--- config.mk ---
export PLATFORM = sky130hd
export DESIGN_NAME = ios_device_flat
export DESIGN_NICKNAME = d
export VERILOG_FILES = /design/src/ios_pkg.sv /design/src/ios_if.sv /design/src/ios_watchdog.sv /design/src/ios_device.sv /design/src/flat_wrapper.sv
export SDC_FILE = /design/constraint.sdc
export NUM_CORES = 1
export LEC_CHECK = 0
export ABC_AREA = 1
export BUFFER_PORTS_ARGS = -buffer_cell sky130_fd_sc_hd__buf_2
export CAP_MARGIN = 20
export CORE_ASPECT_RATIO = 1.4
export CORE_MARGIN = 1.5
export CORE_UTILIZATION = 25
export DETAILED_ROUTE_END_ITERATION = 7
export PLACE_DENSITY = 0.54
export SYNTH_ARGS = -nofsm -noshare
export SYNTH_HDL_FRONTEND = slang
export SYNTH_SLANG_ARGS = --single-unit
export TNS_END_PERCENT = 1
--- constraint.sdc ---
create_clock -name clk_in -period 2.4 [get_ports clk_in]
set_clock_uncertainty 0.15 [all_clocks]
set_input_delay 0.36 -clock clk_in [delete_from_list [all_inputs] [get_ports clk_in]]
set_output_delay 0.36 -clock clk_in [all_outputs]
set_load 0.02 [all_outputs]
--- src/ios_pkg.sv ---
// Shared constants, object indices and types for the I/O sync module link
package ios_pkg;

  // ---------------------------------------------------------------
  // Object word and object indices
  // ---------------------------------------------------------------
  localparam int OBJ_W = 16;
  typedef logic [OBJ_W-1:0] ios_word_t;

  localparam ios_word_t IDX_CAPS       = 16'h0005;
  localparam ios_word_t IDX_SUBST_MODE = 16'h0024;
  localparam ios_word_t IDX_SUBST_DATA = 16'h002F;
  localparam ios_word_t IDX_SYNC_EN    = 16'h0030;
  localparam ios_word_t IDX_SYNC_POINT = 16'h0031;
  localparam ios_word_t IDX_TM_REPEAT  = 16'h0032;
  localparam ios_word_t IDX_TM_PROC    = 16'h0033;
  localparam ios_word_t IDX_TM_RUNUP   = 16'h0034;

  // ---------------------------------------------------------------
  // Field positions and codes
  // ---------------------------------------------------------------
  localparam int CAP_IN_BIT  = 0;
  localparam int CAP_OUT_BIT = 1;
  localparam int SYNC_EN_BIT = 0;

  localparam ios_word_t SUBST_ZERO  = 16'h0000;
  localparam ios_word_t SUBST_FINAL = 16'h0001;
  localparam ios_word_t SUBST_HOLD  = 16'h0002;
  localparam ios_word_t SUBST_USER  = 16'h0003;

  // ---------------------------------------------------------------
  // Reset values and final substitute value
  // ---------------------------------------------------------------
  localparam ios_word_t RST_SUBST_MODE = 16'h0000;
  localparam ios_word_t RST_SUBST_DATA = 16'h0000;
  localparam ios_word_t RST_SYNC_POINT = 16'h0000;
  localparam ios_word_t PWRON_VALUE    = 16'h0000;
  localparam ios_word_t FINAL_VALUE    = 16'hFFFF;

  // ---------------------------------------------------------------
  // Times and cycle counts (clock 10 MHz)
  // ---------------------------------------------------------------
  localparam int CLK_NS        = 100;
  localparam int CYCLE_NS      = 10000;
  localparam int MIN_REPEAT_NS = 2000;
  localparam int PROC_BASE_NS  = 500;
  localparam int RUNUP_NS      = 300;
  localparam int CYC_PERIOD    = (CYCLE_NS + CLK_NS - 1) / CLK_NS;
  localparam ios_word_t MIN_REPEAT_CYC = 16'((MIN_REPEAT_NS + CLK_NS - 1) / CLK_NS);
  localparam ios_word_t PROC_BASE_CYC  = 16'((PROC_BASE_NS + CLK_NS - 1) / CLK_NS);
  localparam ios_word_t RUNUP_CYC      = 16'((RUNUP_NS + CLK_NS - 1) / CLK_NS);
  localparam int MISS_CYCLES   = 3;
  localparam int INIT_STEPS    = 8;

  // ---------------------------------------------------------------
  // State types
  // ---------------------------------------------------------------
  typedef enum logic [1:0] {
    IOS_ST_PWRON = 2'b00,
    IOS_ST_RUN   = 2'b01,
    IOS_ST_SUBST = 2'b10
  } ios_dev_state_t;

  typedef enum logic [1:0] {
    IOS_HS_INIT = 2'b00,
    IOS_HS_WAIT = 2'b01,
    IOS_HS_RUN  = 2'b10
  } ios_head_state_t;

endpackage

--- src/ios_if.sv ---
// Local bus link between head station and I/O module
`timescale 1ns/1ns
interface ios_if;
  import ios_pkg::*;

  logic      cyc;
  ios_word_t pd_out;
  logic      pd_out_valid;
  ios_word_t pd_in;
  logic      obj_req;
  logic      obj_we;
  ios_word_t obj_idx;
  ios_word_t obj_wdata;
  ios_word_t obj_rdata;
  logic      obj_ack;

  modport dev (
    input  cyc, pd_out, pd_out_valid, obj_req, obj_we, obj_idx, obj_wdata,
    output pd_in, obj_rdata, obj_ack
  );

  modport head (
    output cyc, pd_out, pd_out_valid, obj_req, obj_we, obj_idx, obj_wdata,
    input  pd_in, obj_rdata, obj_ack
  );
endinterface

--- src/ios_watchdog.sv ---
// Missing process data detector counting bus cycles without update
`timescale 1ns/1ns
module ios_watchdog #(
  parameter int LIMIT = ios_pkg::MISS_CYCLES
) (
  input  wire logic clk_in,
  input  wire logic srst_in,
  input  wire logic armed_in,
  input  wire logic cyc_in,
  input  wire logic valid_in,
  output logic      expired_out
);
  import ios_pkg::*;

  logic [7:0] miss_reg;

  // A valid update restarts the count even in the cycle it would expire
  always_ff @(posedge clk_in) begin
    if (srst_in || !armed_in || valid_in) begin
      miss_reg    <= 8'h00;
      expired_out <= 1'b0;
    end else if (cyc_in && !expired_out) begin
      miss_reg    <= miss_reg + 8'h01;
      expired_out <= (miss_reg + 8'h01) >= 8'(LIMIT);
    end
  end
endmodule // ios_watchdog

--- src/ios_device.sv ---
// I/O module end: sync timing, consistent process data and substitute values
// What this block does
// - Capability object shows input/output sync flags
// - Async mode acts at the network cycle strobe
// - All data of one module taken together
// - Report repeat, processing and run-up times
// - Times fixed or derived from current settings
// - Head reads times, forwards to clock master
// - Head writes sync point; module acts there
// - Unsynchronisable module works as fast as possible
// - Sync mode can be switched off
// - Head enables sync only when all support
// - Power-on outputs hold until first valid data
// - Substitute watch armed after first valid data
// - Missing data switches outputs to substitute
// - Modes zero, final value, hold last
// - Mode three drives user substitute object
// - Local bus cycle aligned to network cycle
`timescale 1ns/1ns
module ios_device #(
  parameter bit IN_SYNC_CAP  = 1'b1,
  parameter bit OUT_SYNC_CAP = 1'b1,
  parameter int MISS_LIMIT   = ios_pkg::MISS_CYCLES
) (
  input  wire logic               clk_in,
  input  wire logic               srst_in,
  ios_if.dev                      bus,
  input  wire ios_pkg::ios_word_t field_in,
  output ios_pkg::ios_word_t      field_out,
  output ios_pkg::ios_dev_state_t state_out,
  output logic                    sync_active_out
);
  import ios_pkg::*;

  // ---------------------------------------------------------------
  // Configuration objects
  // ---------------------------------------------------------------
  ios_word_t      subst_mode_reg;
  ios_word_t      subst_data_reg;
  ios_word_t      sync_point_reg;
  logic           sync_en_reg;
  ios_word_t      rdata_reg;
  logic           ack_reg;
  ios_word_t      rx_reg;
  ios_word_t      rx_next;
  ios_word_t      in_reg;
  ios_word_t      delay_reg;
  logic           pending_reg;
  logic           fire;
  logic           out_evt;
  logic           in_evt;
  logic           expired;
  ios_word_t      subst_val;
  ios_word_t      caps;
  ios_word_t      tm_proc;
  ios_dev_state_t state_reg;

  assign caps = {14'h0000, OUT_SYNC_CAP, IN_SYNC_CAP};

  // Processing duration grows with the chosen sync point
  assign tm_proc = sync_en_reg ? PROC_BASE_CYC + sync_point_reg
                               : PROC_BASE_CYC;

  always_ff @(posedge clk_in) begin
    if (srst_in) begin
      subst_mode_reg <= RST_SUBST_MODE;
      subst_data_reg <= RST_SUBST_DATA;
      sync_point_reg <= RST_SYNC_POINT;
      sync_en_reg    <= 1'b0;
    end else if (bus.obj_req && bus.obj_we) begin
      case (bus.obj_idx)
        IDX_SUBST_MODE: begin
          subst_mode_reg <= bus.obj_wdata;
        end
        IDX_SUBST_DATA: begin
          subst_data_reg <= bus.obj_wdata;
        end
        IDX_SYNC_POINT: begin
          sync_point_reg <= bus.obj_wdata;
        end
        IDX_SYNC_EN: begin
          // A module without sync capability never leaves async mode
          sync_en_reg <= bus.obj_wdata[SYNC_EN_BIT] & (IN_SYNC_CAP | OUT_SYNC_CAP);
        end
        default: begin
        end
      endcase
    end
  end

  // ---------------------------------------------------------------
  // Object read answer, one cycle after the request
  // ---------------------------------------------------------------
  always_ff @(posedge clk_in) begin
    if (srst_in) begin
      ack_reg   <= 1'b0;
      rdata_reg <= 16'h0000;
    end else begin
      ack_reg <= bus.obj_req;
      if (bus.obj_req && !bus.obj_we) begin
        case (bus.obj_idx)
          IDX_CAPS: begin
            rdata_reg <= caps;
          end
          IDX_SUBST_MODE: begin
            rdata_reg <= subst_mode_reg;
          end
          IDX_SUBST_DATA: begin
            rdata_reg <= subst_data_reg;
          end
          IDX_SYNC_EN: begin
            rdata_reg <= {15'h0000, sync_en_reg};
          end
          IDX_SYNC_POINT: begin
            rdata_reg <= sync_point_reg;
          end
          IDX_TM_REPEAT: begin
            rdata_reg <= MIN_REPEAT_CYC;
          end
          IDX_TM_PROC: begin
            rdata_reg <= tm_proc;
          end
          IDX_TM_RUNUP: begin
            rdata_reg <= RUNUP_CYC;
          end
          default: begin
            rdata_reg <= 16'h0000;
          end
        endcase
      end
    end
  end

  assign bus.obj_ack   = ack_reg;
  assign bus.obj_rdata = rdata_reg;

  // ---------------------------------------------------------------
  // Sync point timer, started by each bus cycle strobe
  // ---------------------------------------------------------------
  always_ff @(posedge clk_in) begin
    if (srst_in) begin
      delay_reg   <= 16'h0000;
      pending_reg <= 1'b0;
    end else if (bus.cyc && sync_en_reg) begin
      delay_reg   <= sync_point_reg;
      pending_reg <= 1'b1;
    end else if (pending_reg) begin
      delay_reg   <= delay_reg - 16'h0001;
      pending_reg <= (delay_reg != 16'h0000);
    end
  end

  assign fire = pending_reg && (delay_reg == 16'h0000);

  // Capable modules act at the strobe or sync point; others at once
  assign out_evt = OUT_SYNC_CAP ? (sync_en_reg ? fire : bus.cyc)
                                : bus.pd_out_valid;
  assign in_evt  = IN_SYNC_CAP ? (sync_en_reg ? fire : bus.cyc)
                               : 1'b1;

  // ---------------------------------------------------------------
  // Process data, latched whole so words never mix cycles
  // ---------------------------------------------------------------
  assign rx_next = bus.pd_out_valid ? bus.pd_out : rx_reg;

  always_ff @(posedge clk_in) begin
    if (srst_in) begin
      rx_reg <= PWRON_VALUE;
    end else begin
      rx_reg <= rx_next;
    end
  end

  always_ff @(posedge clk_in) begin
    if (srst_in) begin
      in_reg <= 16'h0000;
    end else if (in_evt) begin
      in_reg <= field_in;
    end
  end

  assign bus.pd_in = in_reg;

  // ---------------------------------------------------------------
  // Power-on, run and substitute behaviour
  // ---------------------------------------------------------------
  ios_watchdog #(
    .LIMIT       (MISS_LIMIT)
  ) u_watchdog (
    .clk_in      (clk_in),
    .srst_in     (srst_in),
    .armed_in    (state_reg == IOS_ST_RUN),
    .cyc_in      (bus.cyc),
    .valid_in    (bus.pd_out_valid),
    .expired_out (expired)
  );

  always_comb begin
    case (subst_mode_reg)
      SUBST_ZERO: begin
        subst_val = 16'h0000;
      end
      SUBST_FINAL: begin
        subst_val = FINAL_VALUE;
      end
      SUBST_USER: begin
        subst_val = subst_data_reg;
      end
      default: begin
        subst_val = field_out;
      end
    endcase
  end

  always_ff @(posedge clk_in) begin
    if (srst_in) begin
      state_reg <= IOS_ST_PWRON;
    end else if (bus.pd_out_valid) begin
      state_reg <= IOS_ST_RUN;
    end else if (state_reg == IOS_ST_RUN && expired) begin
      state_reg <= IOS_ST_SUBST;
    end
  end

  always_ff @(posedge clk_in) begin
    if (srst_in) begin
      field_out <= PWRON_VALUE;
    end else if (state_reg == IOS_ST_RUN && expired && !bus.pd_out_valid) begin
      field_out <= subst_val;
    end else if (out_evt && (state_reg != IOS_ST_PWRON || bus.pd_out_valid)) begin
      // Substitute refreshes so a mode change lands; a fresh frame beats it
      field_out <= (state_reg == IOS_ST_SUBST && !bus.pd_out_valid) ? subst_val : rx_next;
    end
  end

  always_ff @(posedge clk_in) begin
    if (srst_in) begin
      state_out       <= IOS_ST_PWRON;
      sync_active_out <= 1'b0;
    end else begin
      state_out       <= state_reg;
      sync_active_out <= sync_en_reg;
    end
  end
endmodule // ios_device

--- src/flat_wrapper.sv ---
// flat-port wrapper written by rule: the top's interface ports become plain ports
module ios_device_flat import ios_pkg::*;
#(
  parameter bit IN_SYNC_CAP  = 1'b1,
  parameter bit OUT_SYNC_CAP = 1'b1,
  parameter int MISS_LIMIT   = ios_pkg::MISS_CYCLES
)
  (clk_in, srst_in, field_in, field_out, state_out, sync_active_out, bus_cyc, bus_pd_out, bus_pd_out_valid, bus_obj_req, bus_obj_we, bus_obj_idx, bus_obj_wdata, bus_pd_in, bus_obj_rdata, bus_obj_ack);
  ios_if bus_i ();
  input  wire logic clk_in;
  input  wire logic srst_in;
  input  wire ios_pkg::ios_word_t field_in;
  output ios_pkg::ios_word_t field_out;
  output ios_pkg::ios_dev_state_t state_out;
  output logic sync_active_out;
  input wire logic [$bits(bus_i.cyc)-1:0] bus_cyc;
  input wire logic [$bits(bus_i.pd_out)-1:0] bus_pd_out;
  input wire logic [$bits(bus_i.pd_out_valid)-1:0] bus_pd_out_valid;
  input wire logic [$bits(bus_i.obj_req)-1:0] bus_obj_req;
  input wire logic [$bits(bus_i.obj_we)-1:0] bus_obj_we;
  input wire logic [$bits(bus_i.obj_idx)-1:0] bus_obj_idx;
  input wire logic [$bits(bus_i.obj_wdata)-1:0] bus_obj_wdata;
  output wire logic [$bits(bus_i.pd_in)-1:0] bus_pd_in;
  output wire logic [$bits(bus_i.obj_rdata)-1:0] bus_obj_rdata;
  output wire logic [$bits(bus_i.obj_ack)-1:0] bus_obj_ack;
  assign bus_i.cyc = bus_cyc;
  assign bus_i.pd_out = bus_pd_out;
  assign bus_i.pd_out_valid = bus_pd_out_valid;
  assign bus_i.obj_req = bus_obj_req;
  assign bus_i.obj_we = bus_obj_we;
  assign bus_i.obj_idx = bus_obj_idx;
  assign bus_i.obj_wdata = bus_obj_wdata;
  assign bus_pd_in = bus_i.pd_in;
  assign bus_obj_rdata = bus_i.obj_rdata;
  assign bus_obj_ack = bus_i.obj_ack;
  ios_device #(.IN_SYNC_CAP(IN_SYNC_CAP), .OUT_SYNC_CAP(OUT_SYNC_CAP), .MISS_LIMIT(MISS_LIMIT)) u_core (.clk_in(clk_in), .srst_in(srst_in), .bus(bus_i), .field_in(field_in), .field_out(field_out), .state_out(state_out), .sync_active_out(sync_active_out));
endmodule
Word-level counts from Yosys, hierarchy flattened
Index checks and enable logic that the tools add are counted.
Widths: inputs -> output; s select.
{"block": "word_totals", "ff_bits": 145, "input_bits": 70, "output_inout_bits": 52}
{"block": "classes", "muxes": 14, "order_cmp": 1, "n_eq_ne": 12, "add_sub_neg": 3, "reduce_logical": 29}
{"operator": "$eq 16x6->1 const B", "n": 7}
{"operator": "$mux 16", "n": 7}
{"operator": "$pmux 16 s7", "n": 1}
{"operator": "$pmux 16 s3", "n": 1}
{"operator": "$logic_not 16->1", "n": 2}
{"operator": "$add 3x16->16 const A", "n": 1}
{"operator": "$eq 16x1->1 const B", "n": 1}
{"operator": "$eq 16x2->1 const B", "n": 1}
{"operator": "$eq 16x3->1 const B", "n": 1}
{"operator": "$reduce_bool 16->1", "n": 1}
{"operator": "$sub 16x1->16 const B", "n": 1}
{"operator": "$logic_and 1x1->1", "n": 9}
{"operator": "$add 8x1->8 const B", "n": 1}
{"operator": "$ge 8x2->1 const B", "n": 1}
{"operator": "$reduce_and 2->1", "n": 4}
{"operator": "$reduce_bool 2->1", "n": 4}
{"operator": "$mux 1", "n": 5}
{"operator": "$logic_not 1->1", "n": 4}
{"operator": "$reduce_or 2->1", "n": 2}
{"operator": "$logic_or 1x1->1", "n": 3}
{"operator": "$eq 2x1->1 const B", "n": 1}
{"operator": "$eq 2x2->1 const B", "n": 1}

Logic depth before layout (Yosys ltp)
Gate-level depths: netlist of run 1.
{"block": "depth", "depth_word": 6, "depth_mapped": 12}

Hierarchy
From an unflattened synthesis of run 1, not the netlist that was laid out.
{"block": "hier_totals", "hier_cells": 1119, "hier_area_um2": 7861.3}
{"module": "ios_device", "cells_per_inst": 1037, "instances": 1, "seq_area_each_um2": 2722.6, "area_each_um2": 7297.0}
{"module": "ios_watchdog", "cells_per_inst": 82, "instances": 1, "seq_area_each_um2": 180.2, "area_each_um2": 564.3}

Least setup slack after synthesis of run 1
OpenSTA, ideal clock, no wires.
{"block": "synth_path", "path_type": "input -> register", "startpoint": "input port bus_obj_idx[15]", "endpoint": "register u_core.subst_data_reg[10]", "arrival_time_ns": 1.381, "required_time_ns": 2.134, "path_buffers": 1, "path_slack_ns": 0.753, "path_stages": 9, "path_cell_list": "nor2_1 > nand2_2 > nor2_8 > nand2_2 > nor2_4 > inv_2 > buf_2 > nor2_1 > nor2_1"}
{"block": "synth_between", "elab_chain_cells": 2}
{"element": "start, declared", "line": "flat_wrapper.sv:21", "rtl": "input wire logic [$bits(bus_i.obj_idx)-1:0] bus_obj_idx;"}
{"element": "$eq 16x6->1", "line": "ios_device.sv:71", "rtl": "case (bus.obj_idx)"}
{"element": "$reduce_and 2->1 (no source line)"}
{"element": "end signal, assigned", "line": "ios_device.sv:76", "rtl": "subst_data_reg <= bus.obj_wdata;"}
{"element": "end, declared", "line": "ios_device.sv:39", "rtl": "ios_word_t subst_data_reg;"}
No other way between the ends.
A chain may end at the register's enable or synchronous reset.

Worst setup path after layout of run 1
{"block": "layout_path", "startpoint": "register u_core.delay_reg[10]", "endpoint": "register u_core.field_out[3]"}
{"block": "layout_between", "elab_chain_cells": 5}
{"element": "start, declared", "line": "ios_device.sv:47", "rtl": "ios_word_t delay_reg;"}
{"element": "start signal, assigned", "line": "ios_device.sv:145", "rtl": "delay_reg <= sync_point_reg;"}
{"element": "start signal, assigned", "line": "ios_device.sv:148", "rtl": "delay_reg <= delay_reg - 16'h0001;"}
{"element": "$logic_not 16->1", "line": "ios_device.sv:153", "rtl": "assign fire = pending_reg && (delay_reg == 16'h0000);"}
{"element": "$logic_and 1x1->1", "line": "ios_device.sv:153"}
{"element": "$mux 1", "line": "ios_device.sv:156", "rtl": "assign out_evt = OUT_SYNC_CAP ? (sync_en_reg ? fire : bus.cyc)"}
{"element": "$logic_and 1x1->1", "line": "ios_device.sv:230", "rtl": "end else if (out_evt && (state_reg != IOS_ST_PWRON || bus.pd_out_valid)) begin"}
{"element": "$reduce_bool 2->1 (no source line)"}
{"element": "end signal, assigned", "line": "ios_device.sv:229", "rtl": "field_out <= subst_val;"}
{"element": "end signal, assigned", "line": "ios_device.sv:232", "rtl": "field_out <= (state_reg == IOS_ST_SUBST && !bus.pd_out_valid) ? subst_val : rx_next;"}
{"element": "end, declared", "line": "ios_device.sv:29", "rtl": "output ios_pkg::ios_word_t field_out,"}
No other way between the ends.

==> flow_metrics.env, run 1 <==
export IMPL_fmax_ghz=0.491
export IMPL_regToRegEndpoint="u_core.field_out[3]$_SDFFE_PP0P_"
export IMPL_worst_setup_path_start_kind="flop"
export IMPL_rsz0062_at_grt="no"
export IMPL_cap_viol_max_count=0
export IMPL_area_growth_pct=23.4
export IMPL_core_um2=30100
export IMPL_syn_inst=1090
export IMPL_p_leak_uw=0.00417
export IMPL_first_iter_violations=356
export IMPL_cp_data_arrival_time_ps=2190
export IMPL_die_width_um=151
export IMPL_min_period_ps=2030
export IMPL_grt_overflow=0
export IMPL_clkLatencyLatePin_ps=440
export IMPL_hold_depth=2
export IMPL_clkPwrFrac=0.499
export IMPL_internal_power_uw=4550
export IMPL_place_gp_congestion=0.871
export IMPL_final_layout_size_suffix_gt1_frac=0.206
export IMPL_syn_area_um2=7680
export IMPL_worst_path_max_fanout=18
export IMPL_nFillCells=3248
export IMPL_reg2reg_from="u_core.delay_reg[10]$_SDFFE_PP0P_"
export IMPL_cts_hold_buf=16
export IMPL_slew_headroom=0.597
export IMPL_clockBufferDepth=2
export IMPL_clock_sinks=145
export IMPL_vias_per_cell=4.58
export IMPL_diodes=0
export IMPL_portBuffers=121
export IMPL_drcViolationCount=0
export IMPL_fin_crit_sh=0.848
export IMPL_vias=7405
export IMPL_fin_setup_tns_ps=0
export IMPL_synth_edf_count=0
export IMPL_drt_total_wl_um=23700
export IMPL_rows=75
export IMPL_final_cells=1618
export IMPL_post_cts_repair_setup_buffers=0
export IMPL_htreeDepth=4
export IMPL_final_nets=1295
export IMPL_ys_async_sr_fraction=0
export IMPL_critical_path_class="reg -> reg"
export IMPL_yosys_warnings=0
export IMPL_pwr_share_seq=0.420
export IMPL_grt_pass1_vias=7492
export IMPL_drtAntennaViolNets=0
export IMPL_place_inst=1570
export IMPL_die_area_um2=31800
export IMPL_antenna_found_initial=4
export IMPL_avgSynthCellArea_um2=7.04
export IMPL_root_buffer="clkbuf_16"
export IMPL_syn_num_nets=1165
export IMPL_cts_resized=0
export IMPL_tightest_slew_ps=603
export IMPL_hold_viol=0
export IMPL_path_clk_slew_ps=60
export IMPL_synth_flop_cell="dfxtp_1"
export IMPL_drv_slew=0
export IMPL_hpwl_um=17900
export IMPL_cts_tree="built"
export IMPL_synth_yosys_seq_area_share=0.378
export IMPL_hold_end="u_core.state_reg[1]$_SDFFE_PP0P_"
export IMPL_fin_util=0.315
export IMPL_ioPinCount=122
export IMPL_p_per_area_nw_per_um2=630
export IMPL_cts_buffers=17
export IMPL_drt_pre_antenna_iters=7
export IMPL_initial_utilization=0.255
export IMPL_grt_pass1_wl_um=38500
export IMPL_ys_ff_latch=145
export IMPL_power_switching_uw=1420
export IMPL_peakVddDrop_v=0.000522
export IMPL_combPwrFrac=0.081
export IMPL_endpoint_kind="flop"
export IMPL_reg2reg_depth=8
export IMPL_grt_max_degree=70
export IMPL_setup_viol_count_final=0
export IMPL_synthDistinctLibCells=40
export IMPL_die_y_um=210
export IMPL_outcome="finished, final reports clean"
export IMPL_min_from="bus_pd_out_valid"
export IMPL_sw_frac_of_total=0.238
export IMPL_grt_usage=0.155
export IMPL_routedWlPerCell_um=14.6
export IMPL_critPathRequiredTime_ps=2550
export IMPL_hp_class="in -> reg"
export IMPL_worst_r2r_setup_slack_ps=370
-- synthesized netlist by cell type, drive strengths merged, types with 10 or more instances --
master | count | area share
a211oi | 33 | 0.043
o21ai | 59 | 0.038
a21oi | 47 | 0.036
nand2 | 233 | 0.12
clkbuf | 17 | 0.0083
inv | 111 | 0.054
nor3 | 10 | 0.0086
nand3 | 119 | 0.088
dfxtp | 145 | 0.38
nor2 | 204 | 0.11
mux2i | 16 | 0.021
buf | 29 | 0.026
nand4 | 20 | 0.017
a31oi | 11 | 0.0090
xor2 | 12 | 0.014
-- worst max-delay path by stage --
stage                                             end                               from  slack [ps]
6_report             u_core.field_out[3]$_SDFFE_PP0P_  u_core.delay_reg[10]$_SDFFE_PP0P_         370
5_1_grt              u_core.field_out[4]$_SDFFE_PP0P_   u_core.delay_reg[0]$_SDFFE_PP0P_         150
4_1_cts              u_core.field_out[3]$_SDFFE_PP0P_   u_core.delay_reg[7]$_SDFFE_PP0P_         310
3_5_place_dp   u_core.subst_mode_reg[15]$_SDFFE_PP0P_                    bus_obj_idx[13]         260
3_3_place_gp   u_core.subst_mode_reg[10]$_SDFFE_PP0P_                    bus_obj_idx[15]         330
2_1_floorplan  u_core.subst_data_reg[10]$_SDFFE_PP0P_                    bus_obj_idx[15]         750
-- power by group through the flow --
stage | clock network (µW) | registers [µW] | logic (µW)
3_5_place_dp | 0 | 2560 | 469
2_1_floorplan | 0 | 2610 | 231
5_1_grt | 3120 | 2510 | 537
3_3_place_gp | 0 | 2550 | 465
4_1_cts | 3030 | 2500 | 491
6_report | 2980 | 2500 | 484
-- logic make-up after synthesis --
group           after synthesis  synth area share
simple gates                591             0.351
buf+inv                     159            0.0896
compound gates              156             0.132
flops                       145             0.378
xor+xnor                     18            0.0205
mux                          16            0.0209
fa+ha+maj                     5           0.00815
-- area by class of cell --
type                    instances  area (µm²)  area share
well taps                     385         482      0.0508
repair buffers                157         931      0.0983
clock inverters                 9         179      0.0189
clock buffers                  23         468      0.0494
multi-input cells             786        4090       0.431
flip-flops and latches        145        2900       0.306
inverters                     113         424      0.0448
-- per-layer routing --
layer  track usage  wire length, µm
met1         0.168             9630
met2         0.286            12500
met3        0.0320              924
met4        0.0656              642
met5             0               33
-- critical path, stage by stage (launching register included) --
cell and delay [ps]:
dfxtp_1 360, nor2_2 140, nand2_1 80, nor2_2 210
nand4_2 150, nand2_4 230, nand2_4 70, nand2_2 370
a21oi_1 140
-- cell usage in the layout, fill, tap and decap left out, types with 17 or more instances in the layout --
| cell type | synthesis | layout |
|---|---|---|
| nand2_1 | 224 | 224 |
| nor2_1 | 183 | 183 |
| dfxtp_1 | 145 | 145 |
| buf_2 | 16 | 120 |
| nand3_1 | 103 | 103 |
| inv_1 | 103 | 103 |
| o21ai_0 | 57 | 57 |
| a21oi_1 | 37 | 37 |
| buf_4 | 5 | 20 |
| nand4_1 | 19 | 19 |
| a211oi_2 | 17 | 17 |
| clkbuf_16 | 0 | 17 |
-- per-stage QoR --
step	power (µW)	worst slack [ps]	hold slack, ps	cell area (µm²)
3_5_place_dp	3030	256	302	8670
2_1_floorplan	2840	753	300	7680
3_3_place_gp	3020	329	301	8670
6_report	5970	365	31.2	9470
4_1_cts	6020	312	18.4	9470
5_1_grt	6170	148	34.0	9470
Power figures use the tool's default switching activity.
==> run 2: changes to the inputs <==
--- a/config.mk
+++ b/config.mk
@@ -12,7 +12,7 @@
 export CORE_MARGIN = 1.5
 export CORE_UTILIZATION = 25
 export DETAILED_ROUTE_END_ITERATION = 7
-export PLACE_DENSITY = 0.54
+export PLACE_DENSITY = 0.55
 export SYNTH_ARGS = -nofsm -noshare
 export SYNTH_HDL_FRONTEND = slang
 export SYNTH_SLANG_ARGS = --single-unit
==> constraint.sdc (replaced) <==
create_clock -name clk_in -period 1.76 [get_ports clk_in]
set_clock_uncertainty 0.15 [all_clocks]
set_input_delay 0.264 -clock clk_in [delete_from_list [all_inputs] [get_ports clk_in]]
set_output_delay 0.264 -clock clk_in [all_outputs]
set_load 0.02 [all_outputs]
==> run 2 against run 1 <==
Worst setup slack lost 320 ps. Core utilization rose by 3.3 points. Hold slack worse by 8.6 ps. Combinational power is 63% higher.
==> flow_metrics.env, run 2 (same netlist as run 1, synthesis figures left out) <==
export IMPL_outcome="finished, final reports clean"
export IMPL_critical_path_class="reg -> reg"
export IMPL_portBuffers=121
export IMPL_first_iter_violations=410
export IMPL_fin_crit_sh=0.977
export IMPL_drtAntennaViolNets=0
export IMPL_worst_path_max_fanout=6
export IMPL_cp_data_arrival_time_ps=1940
export IMPL_power_total_uw=7930
export IMPL_worst_r2r_setup_slack_ps=40
export IMPL_final_nets=1386
export IMPL_clockBufferDepth=2
export IMPL_rsz0062_at_grt="yes"
export IMPL_fmax_ghz=0.582
export IMPL_final_common_cell="nand2_1"
export IMPL_path_cells="nor2_2 -> nand2_1 -> nor2_2 -> nand4_4 -> nand2_4 -> nand2_8 -> buf_6 -> nand3_1 -> nand2_1 -> a21oi_1"
export IMPL_grt_pass1_vias=7645
export IMPL_slowest_stage="dfxtp_1"
export IMPL_cap_viol_max_count=0
export IMPL_cts_tree="built"
export IMPL_grt_overflow=0
export IMPL_path_delay_family="simple AND/OR/NAND/NOR gates"
export IMPL_area_growth_pct=36.2
export IMPL_slew_headroom=0.745
export IMPL_p_per_area_nw_per_um2=758
export IMPL_vias=7691
export IMPL_antenna_found_initial=0
export IMPL_regToRegEndpoint="u_core.field_out[3]$_SDFFE_PP0P_"
export IMPL_min_from="bus_obj_wdata[0]"
export IMPL_drt_pre_antenna_iters=6
export IMPL_endpoint_kind="flop"
export IMPL_reg2reg_depth=10
export IMPL_cts_buffers=17
export IMPL_routed_wl_met2_um=13000
export IMPL_min_period_ps=1720
export IMPL_drt_total_wl_um=24600
export IMPL_rows=75
export IMPL_diodes=0
export IMPL_drv_slew=0
export IMPL_path_clk_slew_ps=70
export IMPL_path_depth=10
export IMPL_reg2reg_from="u_core.delay_reg[13]$_SDFFE_PP0P_"
export IMPL_layout_common_cells="nand2_1 (219), nor2_1 (171), dfxtp_1 (134)"
export IMPL_place_gp_congestion=0.864
export IMPL_final_layout_size_suffix_gt1_frac=0.264
export IMPL_worst_setup_path_start_kind="flop"
export IMPL_routed_wl_met3_um=845
export IMPL_grt_usage=0.157
export IMPL_setup_viol_count_final=0
export IMPL_critPathRequiredTime_ps=1980
export IMPL_tightest_slew_ps=382
export IMPL_cp_num_buf_inv=1
export IMPL_hold_depth=3
export IMPL_wl_met1_um=9890
export IMPL_grt_max_degree=66
export IMPL_peakVddDrop_v=0.000642
export IMPL_initial_utilization=0.255
export IMPL_die_area_um2=31800
export IMPL_p_leak_uw=0.00463
export IMPL_hold_end="u_core.sync_point_reg[0]$_SDFFE_PP0P_"
export IMPL_hpwl_um=18500
export IMPL_vias_per_cell=4.50
export IMPL_htreeDepth=4
export IMPL_clock_sinks=145
export IMPL_routedWlPerCell_um=14.4
export IMPL_critPathMaxStageDelay_ps=340
export IMPL_die_y_um=210
export IMPL_ioPinCount=122
export IMPL_grt_pass1_wl_um=39000
export IMPL_worst_slack_ps=40.6
export IMPL_clkLatencyLatePin_ps=440
export IMPL_core_um2=30100
export IMPL_dp_slack_ps=-135
export IMPL_drcViolationCount=0
export IMPL_die_width_um=151
export IMPL_hp_class="in -> reg"
export IMPL_hold_viol=0
export IMPL_root_buffer="clkbuf_16"
export IMPL_highest_layer="met4"
[run 2: cell types whose count changed in the layout (fill, tap and decap cells not counted), moves of 8 or more]
cell           delta
nor2_1           -12
buf_12            +8
nor2_2            +8
buf_4            +47
dfxtp_2          +11
dlygate4sd3_1    +34
dfxtp_1          -11
[run 2: where the power goes]
part / internal, µW / switching [µW]
logic: 337 / 454
clock network: 2270 / 1460
registers: 3370 / 45.4
[run 2: through the flow]
step | utilization | cells | hold WS, ps | setup TNS [ps] | cell area, µm²
floorplan | - | 1090 | 239 | 0 | 7680
global placement | 0.304 | 1621 | 305 | -858 | 9150
detailed placement | 0.304 | 1621 | 304 | -1390 | 9150
CTS | 0.340 | 1703 | 6.50 | -0.538 | 10300
global route | 0.347 | 1709 | 18.2 | -647 | 10500
finish | 0.347 | 1709 | 22.6 | 0 | 10500
[run 2: worst max-delay path by stage]
| stage | from | to | slack (ps) |
|---|---|---|---|
| after floorplan | u_core.delay_reg[0]$_SDFFE_PP0P_ | u_core.field_out[10]$_SDFFE_PP0P_ | 110 |
| after global placement | bus_obj_idx[15] | u_core.bus.obj_rdata[14]$_SDFFE_PP0P_ | -100 |
| after detailed placement | bus_obj_idx[13] | u_core.bus.obj_rdata[14]$_SDFFE_PP0P_ | -130 |
| after CTS | u_core.delay_reg[0]$_SDFFE_PP0P_ | u_core.delay_reg[14]$_SDFFE_PP0P_ | -0.5 |
| after global routing | u_core.delay_reg[0]$_SDFFE_PP0P_ | u_core.delay_reg[10]$_SDFFE_PP0P_ | -50 |
| final | u_core.delay_reg[13]$_SDFFE_PP0P_ | u_core.field_out[3]$_SDFFE_PP0P_ | 40 |
[run 2: per-layer routing]
layer,vias up,global-route usage
met4,0,0.0720
met2,147,0.291
li1,3997,-
met5,-,0
met1,3501,0.171
met3,46,0.0279
[run 2: area by class of cell]
class,instances,area (µm²)
tap,385,482
clock inverter,9,131
timing repair buffer,248,1820
inverter,113,429
multi-input combinational,786,4220
fill,3152,19700
sequential,145,2920
clock buffer,23,458
[run 2: tightest hold or removal path, cell delays in order]
cell and delay, ps:
buf_2 140, nor2_1 130, a211oi_2 40
[run 2: timing repair]
action,in CTS,in global routing
hold endpoints to repair,61,0
buffers inserted,0,5
endpoints found under the setup margin,18,45
hold buffers,50,0
gates resized for setup,4,51
gates cloned,0,1
pin swaps,0,13
